===== config.mk =====
export PLATFORM = sky130hd
export DESIGN_NAME = aperture_decoder
export DESIGN_NICKNAME = d
export VERILOG_FILES = /design/src/hw/aperture_pkg.sv /design/src/hw/aperture_decoder.sv
export SDC_FILE = /design/constraint.sdc
export NUM_CORES = 1
export LEC_CHECK = 0
export BUFFER_PORTS_ARGS = -buffer_cell sky130_fd_sc_hd__buf_2
export CAP_MARGIN = 10
export CORE_ASPECT_RATIO = 0.9
export CORE_MARGIN = 3
export CORE_UTILIZATION = 35
export DETAILED_ROUTE_END_ITERATION = 16
export PLACE_DENSITY = 0.61
export RECOVER_POWER = 100
export SKIP_LAST_GASP = 1
export SLEW_MARGIN = 10
export SYNTH_ARGS = -nofsm -noshare
export SYNTH_HDL_FRONTEND = slang
export SYNTH_SLANG_ARGS = --single-unit

===== constraint.sdc =====
create_clock -name I_CLK_SYS -period 7.9 [get_ports I_CLK_SYS]
set_input_delay 1.58 -clock I_CLK_SYS [delete_from_list [all_inputs] [get_ports I_CLK_SYS]]
set_output_delay 1.58 -clock I_CLK_SYS [all_outputs]
set_load 0.01 [all_outputs]

===== src/hw/aperture_pkg.sv =====
// Purpose: Constants for the processor address aperture decoder.
// Assumes: 32-bit byte addresses, 32-bit register bus data.
// Notes:   Register offsets are word aligned byte addresses.
package aperture_pkg;
    localparam int          ADDR_W             = 32;
    localparam int          DATA_W             = 32;
    localparam int          RADDR_W            = 8;
    localparam logic [31:0] HOLE_LAST          = 32'h0000_00ff;
    localparam logic [31:0] DRAM_MAX_SIZE      = 32'h0400_0000;
    localparam logic [31:0] REG_APERTURE_SIZE  = 32'h0020_0000;
    localparam logic [31:0] REG_APERTURE_RESET = 32'hefe0_0000;
    localparam logic [31:0] DRAM_BASE_RESET    = 32'h0000_0000;
    localparam logic [31:0] DRAM_LIMIT_RESET   = 32'h0000_0000;
    localparam logic [7:0]  OFS_DRAM_BASE      = 8'h00;
    localparam logic [7:0]  OFS_DRAM_LIMIT     = 8'h04;
    localparam logic [7:0]  OFS_REG_APERTURE   = 8'h08;
    localparam logic [7:0]  OFS_LOCK_CONTROL   = 8'h0c;
    localparam logic [7:0]  OFS_STATUS         = 8'h10;
    localparam logic [7:0]  OFS_ICACHE_TAG     = 8'h14;
    localparam int          BIT_HOLE_DISABLE   = 0;
    localparam int          BIT_PCI_DISABLE    = 1;
    localparam logic [1:0]  LOCK_CONTROL_RESET = 2'h0;
    localparam int          TIMEOUT_US         = 1;
    localparam int          CLK_MHZ            = 50;
    localparam int          TIMEOUT_CYCLES     = TIMEOUT_US * CLK_MHZ;
    localparam int          TMO_W              = 6;
    localparam logic [31:0] ICACHE_TAG_VALUE   = 32'h0000_0000;
    typedef enum logic [1:0] {
        TGT_HOLE,
        TGT_DRAM,
        TGT_REG,
        TGT_PCI
    } target_e;
endpackage : aperture_pkg


===== src/hw/aperture_decoder.sv =====
// Purpose: Route processor loads and stores to hole, DRAM, register space or PCI.
// Assumes: One access request pulse per cycle from the load/store unit.
// Notes:   Decode is registered, so selects appear one cycle after the request.
`timescale 1ns/1ps
module aperture_decoder (
    input  wire logic        I_CLK_SYS,
    input  wire logic        I_RST,
    input  wire logic        I_REQ,
    input  wire logic        I_WRITE,
    input  wire logic [31:0] I_ADDR,
    input  wire logic [31:0] I_WDATA,
    input  wire logic        I_BYTE_ORDER_SELECT,
    input  wire logic [7:0]  I_REG_ADDR,
    input  wire logic [31:0] I_REG_WDATA,
    input  wire logic        I_REG_WR,
    input  wire logic        I_REG_RD,
    output logic [31:0]      O_REG_RDATA,
    output logic             O_SEL_HOLE,
    output logic             O_SEL_DRAM,
    output logic             O_SEL_REG,
    output logic             O_SEL_PCI,
    output logic             O_SEL_NONE,
    output logic             O_WRITE,
    output logic [31:0]      O_ADDR,
    output logic [31:0]      O_WDATA,
    output logic             O_SWAP,
    output logic             O_LOAD_ZERO,
    output logic             O_REG_TIMEOUT
);
    logic [31:0] dram_base_q;
    logic [31:0] dram_base_d;
    logic [31:0] dram_limit_q;
    logic [31:0] dram_limit_d;
    logic [31:0] reg_start_q;
    logic [31:0] reg_start_d;
    logic [1:0]  lock_ctl_q;
    logic [1:0]  lock_ctl_d;
    logic [31:0] rdata_q;
    logic [31:0] rdata_d;
    logic        hole_q;
    logic        hole_d;
    logic        dram_q;
    logic        dram_d;
    logic        regs_q;
    logic        regs_d;
    logic        pci_q;
    logic        pci_d;
    logic        none_q;
    logic        none_d;
    logic        wr_q;
    logic        wr_d;
    logic        swap_q;
    logic        swap_d;
    logic        zero_q;
    logic        zero_d;
    logic [31:0] addr_q;
    logic [31:0] addr_d;
    logic [31:0] wdata_q;
    logic [31:0] wdata_d;
    logic [5:0]  tmo_cnt_q;
    logic [5:0]  tmo_cnt_d;
    logic        tmo_q;
    logic        tmo_d;
    logic        in_hole;
    logic        in_dram;
    logic        in_reg;
    logic        hole_active;
    logic        dram_over_hole;
    logic [31:0] reg_offset;

    // Register file for the aperture bases and lock control.
    always_comb begin
        dram_base_d  = dram_base_q;
        dram_limit_d = dram_limit_q;
        reg_start_d  = reg_start_q;
        lock_ctl_d   = lock_ctl_q;
        rdata_d      = rdata_q;
        if (I_REG_WR) begin
            if (I_REG_ADDR == aperture_pkg::OFS_DRAM_BASE) begin
                dram_base_d = I_REG_WDATA;
            end else if (I_REG_ADDR == aperture_pkg::OFS_DRAM_LIMIT) begin
                dram_limit_d = I_REG_WDATA;
            end else if (I_REG_ADDR == aperture_pkg::OFS_REG_APERTURE) begin
                reg_start_d = I_REG_WDATA & ~(aperture_pkg::REG_APERTURE_SIZE - 32'h1);
            end else if (I_REG_ADDR == aperture_pkg::OFS_LOCK_CONTROL) begin
                lock_ctl_d = I_REG_WDATA[1:0];
            end
        end
        if (I_REG_RD) begin
            if (I_REG_ADDR == aperture_pkg::OFS_DRAM_BASE) begin
                rdata_d = dram_base_q;
            end else if (I_REG_ADDR == aperture_pkg::OFS_DRAM_LIMIT) begin
                rdata_d = dram_limit_q;
            end else if (I_REG_ADDR == aperture_pkg::OFS_REG_APERTURE) begin
                rdata_d = reg_start_q;
            end else if (I_REG_ADDR == aperture_pkg::OFS_LOCK_CONTROL) begin
                rdata_d = {30'h0, lock_ctl_q};
            end else if (I_REG_ADDR == aperture_pkg::OFS_STATUS) begin
                rdata_d = {28'h0, dram_over_hole, hole_active, tmo_q, lock_ctl_q[1]};
            end else if (I_REG_ADDR == aperture_pkg::OFS_ICACHE_TAG) begin
                rdata_d = aperture_pkg::ICACHE_TAG_VALUE;
            end else begin
                rdata_d = 32'h0;
            end
        end
    end

    always_ff @(posedge I_CLK_SYS or posedge I_RST) begin
        if (I_RST) begin
            dram_base_q  <= aperture_pkg::DRAM_BASE_RESET;
            dram_limit_q <= aperture_pkg::DRAM_LIMIT_RESET;
            reg_start_q  <= aperture_pkg::REG_APERTURE_RESET;
            lock_ctl_q   <= aperture_pkg::LOCK_CONTROL_RESET;
            rdata_q      <= 32'h0;
        end else begin
            dram_base_q  <= dram_base_d;
            dram_limit_q <= dram_limit_d;
            reg_start_q  <= reg_start_d;
            lock_ctl_q   <= lock_ctl_d;
            rdata_q      <= rdata_d;
        end
    end

    // Aperture decode; the DRAM compare is capped so a bad limit cannot exceed 64 MB.
    // A DRAM base inside the hole turns the hole off, however small the aperture is.
    always_comb begin
        reg_offset     = I_ADDR - reg_start_q;
        in_dram        = (I_ADDR >= dram_base_q) && (I_ADDR <= dram_limit_q)
                         && ((I_ADDR - dram_base_q) < aperture_pkg::DRAM_MAX_SIZE);
        in_reg         = reg_offset < aperture_pkg::REG_APERTURE_SIZE;
        in_hole        = I_ADDR <= aperture_pkg::HOLE_LAST;
        dram_over_hole = dram_base_q <= aperture_pkg::HOLE_LAST;
        hole_active    = !lock_ctl_q[aperture_pkg::BIT_HOLE_DISABLE] && !dram_over_hole;
    end

    // Target selection: hole wins for loads only, then DRAM, register space, PCI.
    always_comb begin
        hole_d  = 1'b0;
        dram_d  = 1'b0;
        regs_d  = 1'b0;
        pci_d   = 1'b0;
        none_d  = 1'b0;
        zero_d  = 1'b0;
        wr_d    = I_WRITE;
        addr_d  = I_ADDR;
        wdata_d = I_WDATA;
        swap_d  = I_BYTE_ORDER_SELECT;
        if (I_REQ) begin
            if (in_hole && hole_active && !I_WRITE) begin
                hole_d = 1'b1;
                zero_d = 1'b1;
            end else if (in_dram) begin
                dram_d = 1'b1;
            end else if (in_reg) begin
                regs_d = 1'b1;
                swap_d = 1'b0;
            end else if (!lock_ctl_q[aperture_pkg::BIT_PCI_DISABLE]) begin
                pci_d = 1'b1;
            end else begin
                none_d = 1'b1;
            end
        end
    end

    // Unmapped register-space writes end with a timeout pulse after a fixed wait.
    // A second store restarts the count, so only the last one reports a timeout.
    always_comb begin
        tmo_cnt_d = tmo_cnt_q;
        tmo_d     = 1'b0;
        if (I_REQ && I_WRITE && in_reg && !(in_dram)
            && (reg_offset[20:0] > 21'h0000ff)) begin
            tmo_cnt_d = 6'(aperture_pkg::TIMEOUT_CYCLES);
        end else if (tmo_cnt_q == 6'h01) begin
            tmo_cnt_d = 6'h0;
            tmo_d     = 1'b1;
        end else if (tmo_cnt_q != 6'h0) begin
            tmo_cnt_d = tmo_cnt_q - 6'h1;
        end
    end

    always_ff @(posedge I_CLK_SYS or posedge I_RST) begin
        if (I_RST) begin
            hole_q    <= 1'b0;
            dram_q    <= 1'b0;
            regs_q    <= 1'b0;
            pci_q     <= 1'b0;
            none_q    <= 1'b0;
            zero_q    <= 1'b0;
            wr_q      <= 1'b0;
            swap_q    <= 1'b0;
            addr_q    <= 32'h0;
            wdata_q   <= 32'h0;
            tmo_cnt_q <= 6'h0;
            tmo_q     <= 1'b0;
        end else begin
            hole_q    <= hole_d;
            dram_q    <= dram_d;
            regs_q    <= regs_d;
            pci_q     <= pci_d;
            none_q    <= none_d;
            zero_q    <= zero_d;
            wr_q      <= wr_d;
            swap_q    <= swap_d;
            addr_q    <= addr_d;
            wdata_q   <= wdata_d;
            tmo_cnt_q <= tmo_cnt_d;
            tmo_q     <= tmo_d;
        end
    end

    assign O_REG_RDATA   = rdata_q;
    assign O_SEL_HOLE    = hole_q;
    assign O_SEL_DRAM    = dram_q;
    assign O_SEL_REG     = regs_q;
    assign O_SEL_PCI     = pci_q;
    assign O_SEL_NONE    = none_q;
    assign O_WRITE       = wr_q;
    assign O_ADDR        = addr_q;
    assign O_WDATA       = wdata_q;
    assign O_SWAP        = swap_q;
    assign O_LOAD_ZERO   = zero_q;
    assign O_REG_TIMEOUT = tmo_q;
endmodule : aperture_decoder


==> flow_summary.toml, run 1 <==
[floorplan]
die_y_um = 163
start_util_pct = 36.2
die_area_um2 = 29400
rows = 56
die_w_um = 180
core-area_um2 = 26500
io_pins = 216

[cts]
htreeDepth = 4
root_buffer = "clkbuf_16"
clkLatencyLatePin_ns = 0.43
cts_tree = "built"
clock_path_buffers = 2
ctsResizeCount = 0
cts_hold_buffers = 0
numCtsBuffers = 17
path_clk_slew_ns = 0.08
clock-sinks = 187
cts_setup_buffers = 0

[job]
cap_violations = 5

[worst_setup_path]
crit_required_ns = 8.21
rrSetupSlack_ns = 3.92
cp-start-kind = "input pin"
critical_path.startpoint = "I_REG_ADDR[5]"
reg2reg_to = "O_SEL_REG$_DFF_PP0_"
reg2reg_from = "dram_base_q[19]$_DFFE_PP0P_"
critPathCapture = "reg_start_q[28]$_DFFE_PP0P_"
endpoint_kind = "flop"
cp.arrival_ns = 6.09
rr_worst_depth = 10
critPathKind = "input pin to flop"
critPathMaxFanout = 12

[sta]
setup_viol = 0
tns_ns = 0
fin_crit_ns = 5.77
fin_skew_ns = 0.00999
finalCritPeriodShare_pct = 73.1
worst_pin_slew_ns = 4.94
report.final.hold_viol_count = 0
drv_slew = 223
fmax_ghz = 0.173
grt_setup_unrepaired = "false"
slew_headroom_pct = -231
fin_ws_ns = 2.13

[synthesis]
ys_seq_elements = 187
synth_ff_type = "dfrtp_1"
ys_warn_count = 0
synth_nets = 1072
synthDistinctLibCells = 69
synthArstFlopShare_pct = 100
netlist_area_um2 = 9580
synth_edf_count = 0
yosys-top-cells-area = "dfrtp_1 (46%), ha_1 (9.9%), mux2_2 (9.4%)"
syn_inst = 884
synth_area_leader_cell = "dfrtp_1"
synth_top_area_share_pct = 46.2
yosysSeqAreaShare_pct = 49.0
synth_area_per_cell_um2 = 10.8

[routing]
dr_wl_met2_um = 12000
routed.top_layer = "met5"
final_antenna_net_count = 0
dr_total_vias = 7581
drt-total-wl_um = 26400
met3_length_um = 1350
drt-wirelength-per-cell_um = 18.1
first_pass_iters = 6
vias_per_cell = 5.20
wl_met1_um = 12700
drc = 0
drtIter0Drc = 589

[final_layout]
antenna_cells = 0
layout_commonest_cell = "dfrtp_1"
final_layout_size_suffix_gt1_share_pct = 18.6
area_growth_pct = 19.3
nNetsFinal = 1285
final_util_pct = 43.1
postLayoutCellArea_um2 = 11400
layout_common_cells = "dfrtp_1 (177), clkbuf_1 (140), inv_1 (86)"
nFillCells = 2639

[placed_design]
gp_congestion = 0.866
dp_hpwl_um = 19900
place_area_um2 = 11100
preCtsSetupSlack_ns = 3.13
port_buffers = 215

[power_and_ir_drop]
powerDensity_nw_per_um2 = 205
p_leak_uw = 0.00500
irDropWorstVdd_uv = 133

[global_routing]
grt.total_usage_pct = 18.2
grt_overflow = 0
grt_pass1_wl_um = 42500
grt_pass1_vias = 7679
grt_max_degree = 115
antenna_found_initial = 5

[min_path]
hold_class = "flop to flop"

[run_status]
status = "finished with violations"
violations = "max-capacitance violations, max-slew violations"
==> cell type report <==
type / instances / area [um2] / share of cell area [%]
Tap cell: 348 / 435 / 3.81
Clock inverter: 15 / 171 / 1.50
Timing Repair Buffer: 219 / 923 / 8.08
Clock buffer: 17 / 425 / 3.72
Multi-Input combinational cell: 585 / 4450 / 39.0
Inverter: 87 / 328 / 2.87
Sequential cell: 187 / 4690 / 41.1
==> sequential cells by signal (all words and copies together), names as in the netlist, 2 cells and up <==
| name | cells |
|---|---|
| O_REG_RDATA | 32 |
| O_ADDR | 32 |
| lock_ctl_q | 2 |
| dram_limit_q | 32 |
| dram_base_q | 32 |
| tmo_cnt_q | 6 |
| reg_start_q | 11 |
| O_WDATA | 32 |
==> critical path, cell delays in order <==
cell     delay [ns]
buf_2          0.09
nor3_1         0.29
nand2_1        0.16
nor4b_1        2.25
nand2_1        1.18
mux2_2         0.53
==> where the power goes <==
group / leakage [uW] / switching (uW) / internal, uW
Clock: 0.000288 / 436 / 428
Combinational: 0.00236 / 239 / 168
Sequential: 0.00235 / 47.8 / 1020
Total: 0.00500 / 723 / 1620
==> cells by family after synthesis <==
logic type                 share of synthesized area, %
and+or+nand+nor                                    11.0
DFF                                                49.0
muxes                                              9.93
buffers and inverters                              4.44
AOI/OAI and AO/OA                                  14.9
adders and majority gates                          10.1
xor gates and xnor gates                          0.640
==> Yosys cell counts, drive strengths merged (3+ instances only) <==
cell / count
a2111oi: 5
a211oi: 4
a21o: 14
a21oi: 76
a221o: 4
a222oi: 11
a22oi: 22
a2bb2oi: 3
a31oi: 4
and2: 3
and3: 8
buf: 10
clkbuf: 15
dfrtp: 177
dfstp: 10
ha: 76
inv: 87
mux2: 80
mux2i: 5
nand2: 39
nand2b: 5
nand3: 11
nand4: 17
nor2: 54
nor2b: 7
nor3: 14
nor4: 22
nor4b: 4
o211ai: 9
o21a: 6
o21ai: 26
o21bai: 3
o22ai: 3
o311ai: 3
or2: 4
or3: 5
xnor2: 3
xor2: 4
==> worst min-delay path by stage <==
stage                                           from                    endpoint  slack, ns  depth (start not counted)
after floorplan           dram_base_q[1]$_DFFE_PP0P_  dram_base_q[1]$_DFFE_PP0P_       0.48                          1
after global placement    dram_base_q[1]$_DFFE_PP0P_  dram_base_q[1]$_DFFE_PP0P_       0.49                          1
after detailed placement  dram_base_q[1]$_DFFE_PP0P_  dram_base_q[1]$_DFFE_PP0P_       0.49                          1
after CTS                 dram_base_q[1]$_DFFE_PP0P_  dram_base_q[1]$_DFFE_PP0P_       0.51                          1
after global routing      dram_base_q[1]$_DFFE_PP0P_  dram_base_q[1]$_DFFE_PP0P_       0.53                          1
final                     dram_base_q[1]$_DFFE_PP0P_  dram_base_q[1]$_DFFE_PP0P_       0.51                          1
==> per-layer routing <==
| metal | up-vias | track usage [%] |
|---|---|---|
| met3 | 32 | 4.09 |
| met2 | 196 | 28.5 |
| met4 | 10 | 4.53 |
| li1 | 3690 | - |
| met1 | 3653 | 25.7 |
| met5 | - | 0 |
==> metrics by stage <==
stage | hold WS [ns] | total power, uW | instances
floorplan | 0.479 | 1350 | 884
global placement | 0.487 | 1500 | 1426
detailed placement | 0.494 | 1510 | 1426
CTS | 0.512 | 2390 | 1458
global route | 0.529 | 2480 | 1458
finish | 0.508 | 2340 | 1458
Power figures use the tool's default switching activity.
==> inputs of run 2 (changes only) <==
--- a/config.mk
+++ b/config.mk
@@ -11,7 +11,7 @@
 export CORE_MARGIN = 3
 export CORE_UTILIZATION = 35
 export DETAILED_ROUTE_END_ITERATION = 16
-export PLACE_DENSITY = 0.61
+export PLACE_DENSITY = 0.63
 export RECOVER_POWER = 100
 export SKIP_LAST_GASP = 1
 export SLEW_MARGIN = 10
==> constraint.sdc (replaced) <==
create_clock -name I_CLK_SYS -period 5.1 [get_ports I_CLK_SYS]
set_input_delay 1.02 -clock I_CLK_SYS [delete_from_list [all_inputs] [get_ports I_CLK_SYS]]
set_output_delay 1.02 -clock I_CLK_SYS [all_outputs]
set_load 0.01 [all_outputs]
==> flow_summary.toml, run 2 (synthesis results as in run 1) <==
[worst_setup_path]
cp.arrival_ns = 4.17
cp-start-kind = "input pin"
critPathKind = "input pin to flop"
crit_required_ns = 5.37
rr_worst_depth = 10
critPathMaxFanout = 7
endpoint_kind = "flop"

[sta]
finalCritPeriodShare_pct = 76.5
report.final.hold_viol_count = 0
grt_setup_unrepaired = "false"
setup_viol = 0
worst_pin_slew_ns = 1.89
drv_slew = 258
fin_skew_ns = 0.00916
slew_headroom_pct = -25.9
fmax_ghz = 0.256
tns_ns = 0
fin_crit_ns = 3.90

[final_layout]
final_util_pct = 43.3
finalNonFillerCells = 1458
layout_commonest_cell = "dfrtp_1"
final_layout_size_suffix_gt1_share_pct = 19.0
nFillCells = 2630
nNetsFinal = 1285
antenna_cells = 0
layout_common_cells = "dfrtp_1 (177), clkbuf_1 (138), inv_1 (86)"
area_growth_pct = 19.6

[routing]
dr_total_vias = 7650
drtIter0Drc = 567
drt-total-wl_um = 27100
final_antenna_net_count = 0
drc = 0
first_pass_iters = 5
drt-wirelength-per-cell_um = 18.6
vias_per_cell = 5.25

[global_routing]
grt_overflow = 0
antenna_found_initial = 3
grt_max_degree = 76
grt.total_usage_pct = 18.2
grt_pass1_vias = 7711
grt_pass1_wl_um = 42700

[floorplan]
rows = 56
die_area_um2 = 29400
die_w_um = 180
core-area_um2 = 26500
io_pins = 216
start_util_pct = 36.2
die_y_um = 163

[cts]
clock_path_buffers = 2
path_clk_slew_ns = 0.07
htreeDepth = 4
cts_hold_buffers = 0
numCtsBuffers = 17
ctsResizeCount = 0
root_buffer = "clkbuf_16"
clock-sinks = 187
cts_setup_buffers = 0
clkLatencyLatePin_ns = 0.44
cts_tree = "built"

[min_path]
worstHoldPathCells = 1
hold_class = "flop to flop"

[power_and_ir_drop]
powerDensity_nw_per_um2 = 319
irDropWorstVdd_uv = 228
p_leak_uw = 0.00501

[job]
cap_violations = 5

[placed_design]
dp_hpwl_um = 20100
gp_congestion = 0.881
numPlacedInstances = 1426
port_buffers = 215

[run_status]
violations = "max-capacitance violations, max-slew violations"
status = "finished with violations"
[run 2: path summary, 6_finish.rpt]
check	start	endpoint	slack [ns]
max reg2reg	dram_base_q[25]$_DFFE_PP0P_	O_SEL_REG$_DFF_PP0_	1.54
max in group asynchronous	I_RST	O_ADDR[29]$_DFF_PP0_	1.60
min in group asynchronous	I_RST	O_WDATA[13]$_DFF_PP0_	0.97
max	I_ADDR[22]	O_SEL_REG$_DFF_PP0_	1.20
min	dram_base_q[1]$_DFFE_PP0P_	dram_base_q[1]$_DFFE_PP0P_	0.51
min reg2reg	dram_base_q[1]$_DFFE_PP0P_	dram_base_q[1]$_DFFE_PP0P_	0.51
[run 2: layout make-up]
cell class | count | area [um2] | area share, %
repair buffers | 219 | 928 | 8.10
clock buffers | 17 | 425 | 3.71
inverters | 87 | 328 | 2.86
clock inverters | 15 | 173 | 1.51
multi-input cells | 585 | 4480 | 39.1
flip-flops and latches | 187 | 4690 | 40.9
well taps | 348 | 435 | 3.80
[run 2: routing by layer]
layer	wire length [um]	share of wire [%]	global-route usage (%)	vias up
met2	12200	45	28.5	255
met5	23	0.085	0	-
met3	1610	5.9	4.49	26
met4	293	1.1	3.87	6
met1	13000	48	25.8	3700
li1	-	-	-	3663
[run 2: power breakdown]
part | switching [uW] | total, uW | internal (uW)
combinational | 375 | 636 | 260
clock | 698 | 1360 | 664
sequential | 74.4 | 1660 | 1580
total | 1150 | 3660 | 2510
[run 2: stage by stage]
| stage | instance area (um2) | hold WS (ns) | total power [uW] | setup WS [ns] |
|---|---|---|---|---|
| floorplan | 9580 | 0.479 | 2100 | 1.36 |
| global placement | 11100 | 0.488 | 2320 | 0.993 |
| detailed placement | 11100 | 0.498 | 2340 | 0.944 |
| CTS | 11700 | 0.515 | 3710 | 1.36 |
| global route | 11500 | 0.541 | 3850 | 0.908 |
| finish | 11500 | 0.511 | 3660 | 1.20 |
[run 2: critical path: stages]
cell and delay, ns:
clkbuf_1 0.22, ha_1 0.42, nand4_1 0.16, nor4_1 0.54
and4b_1 0.29, o311a_1 0.16, nor3_1 0.05, nor4_1 0.41
nor4b_2 0.68, a311oi_1 0.23
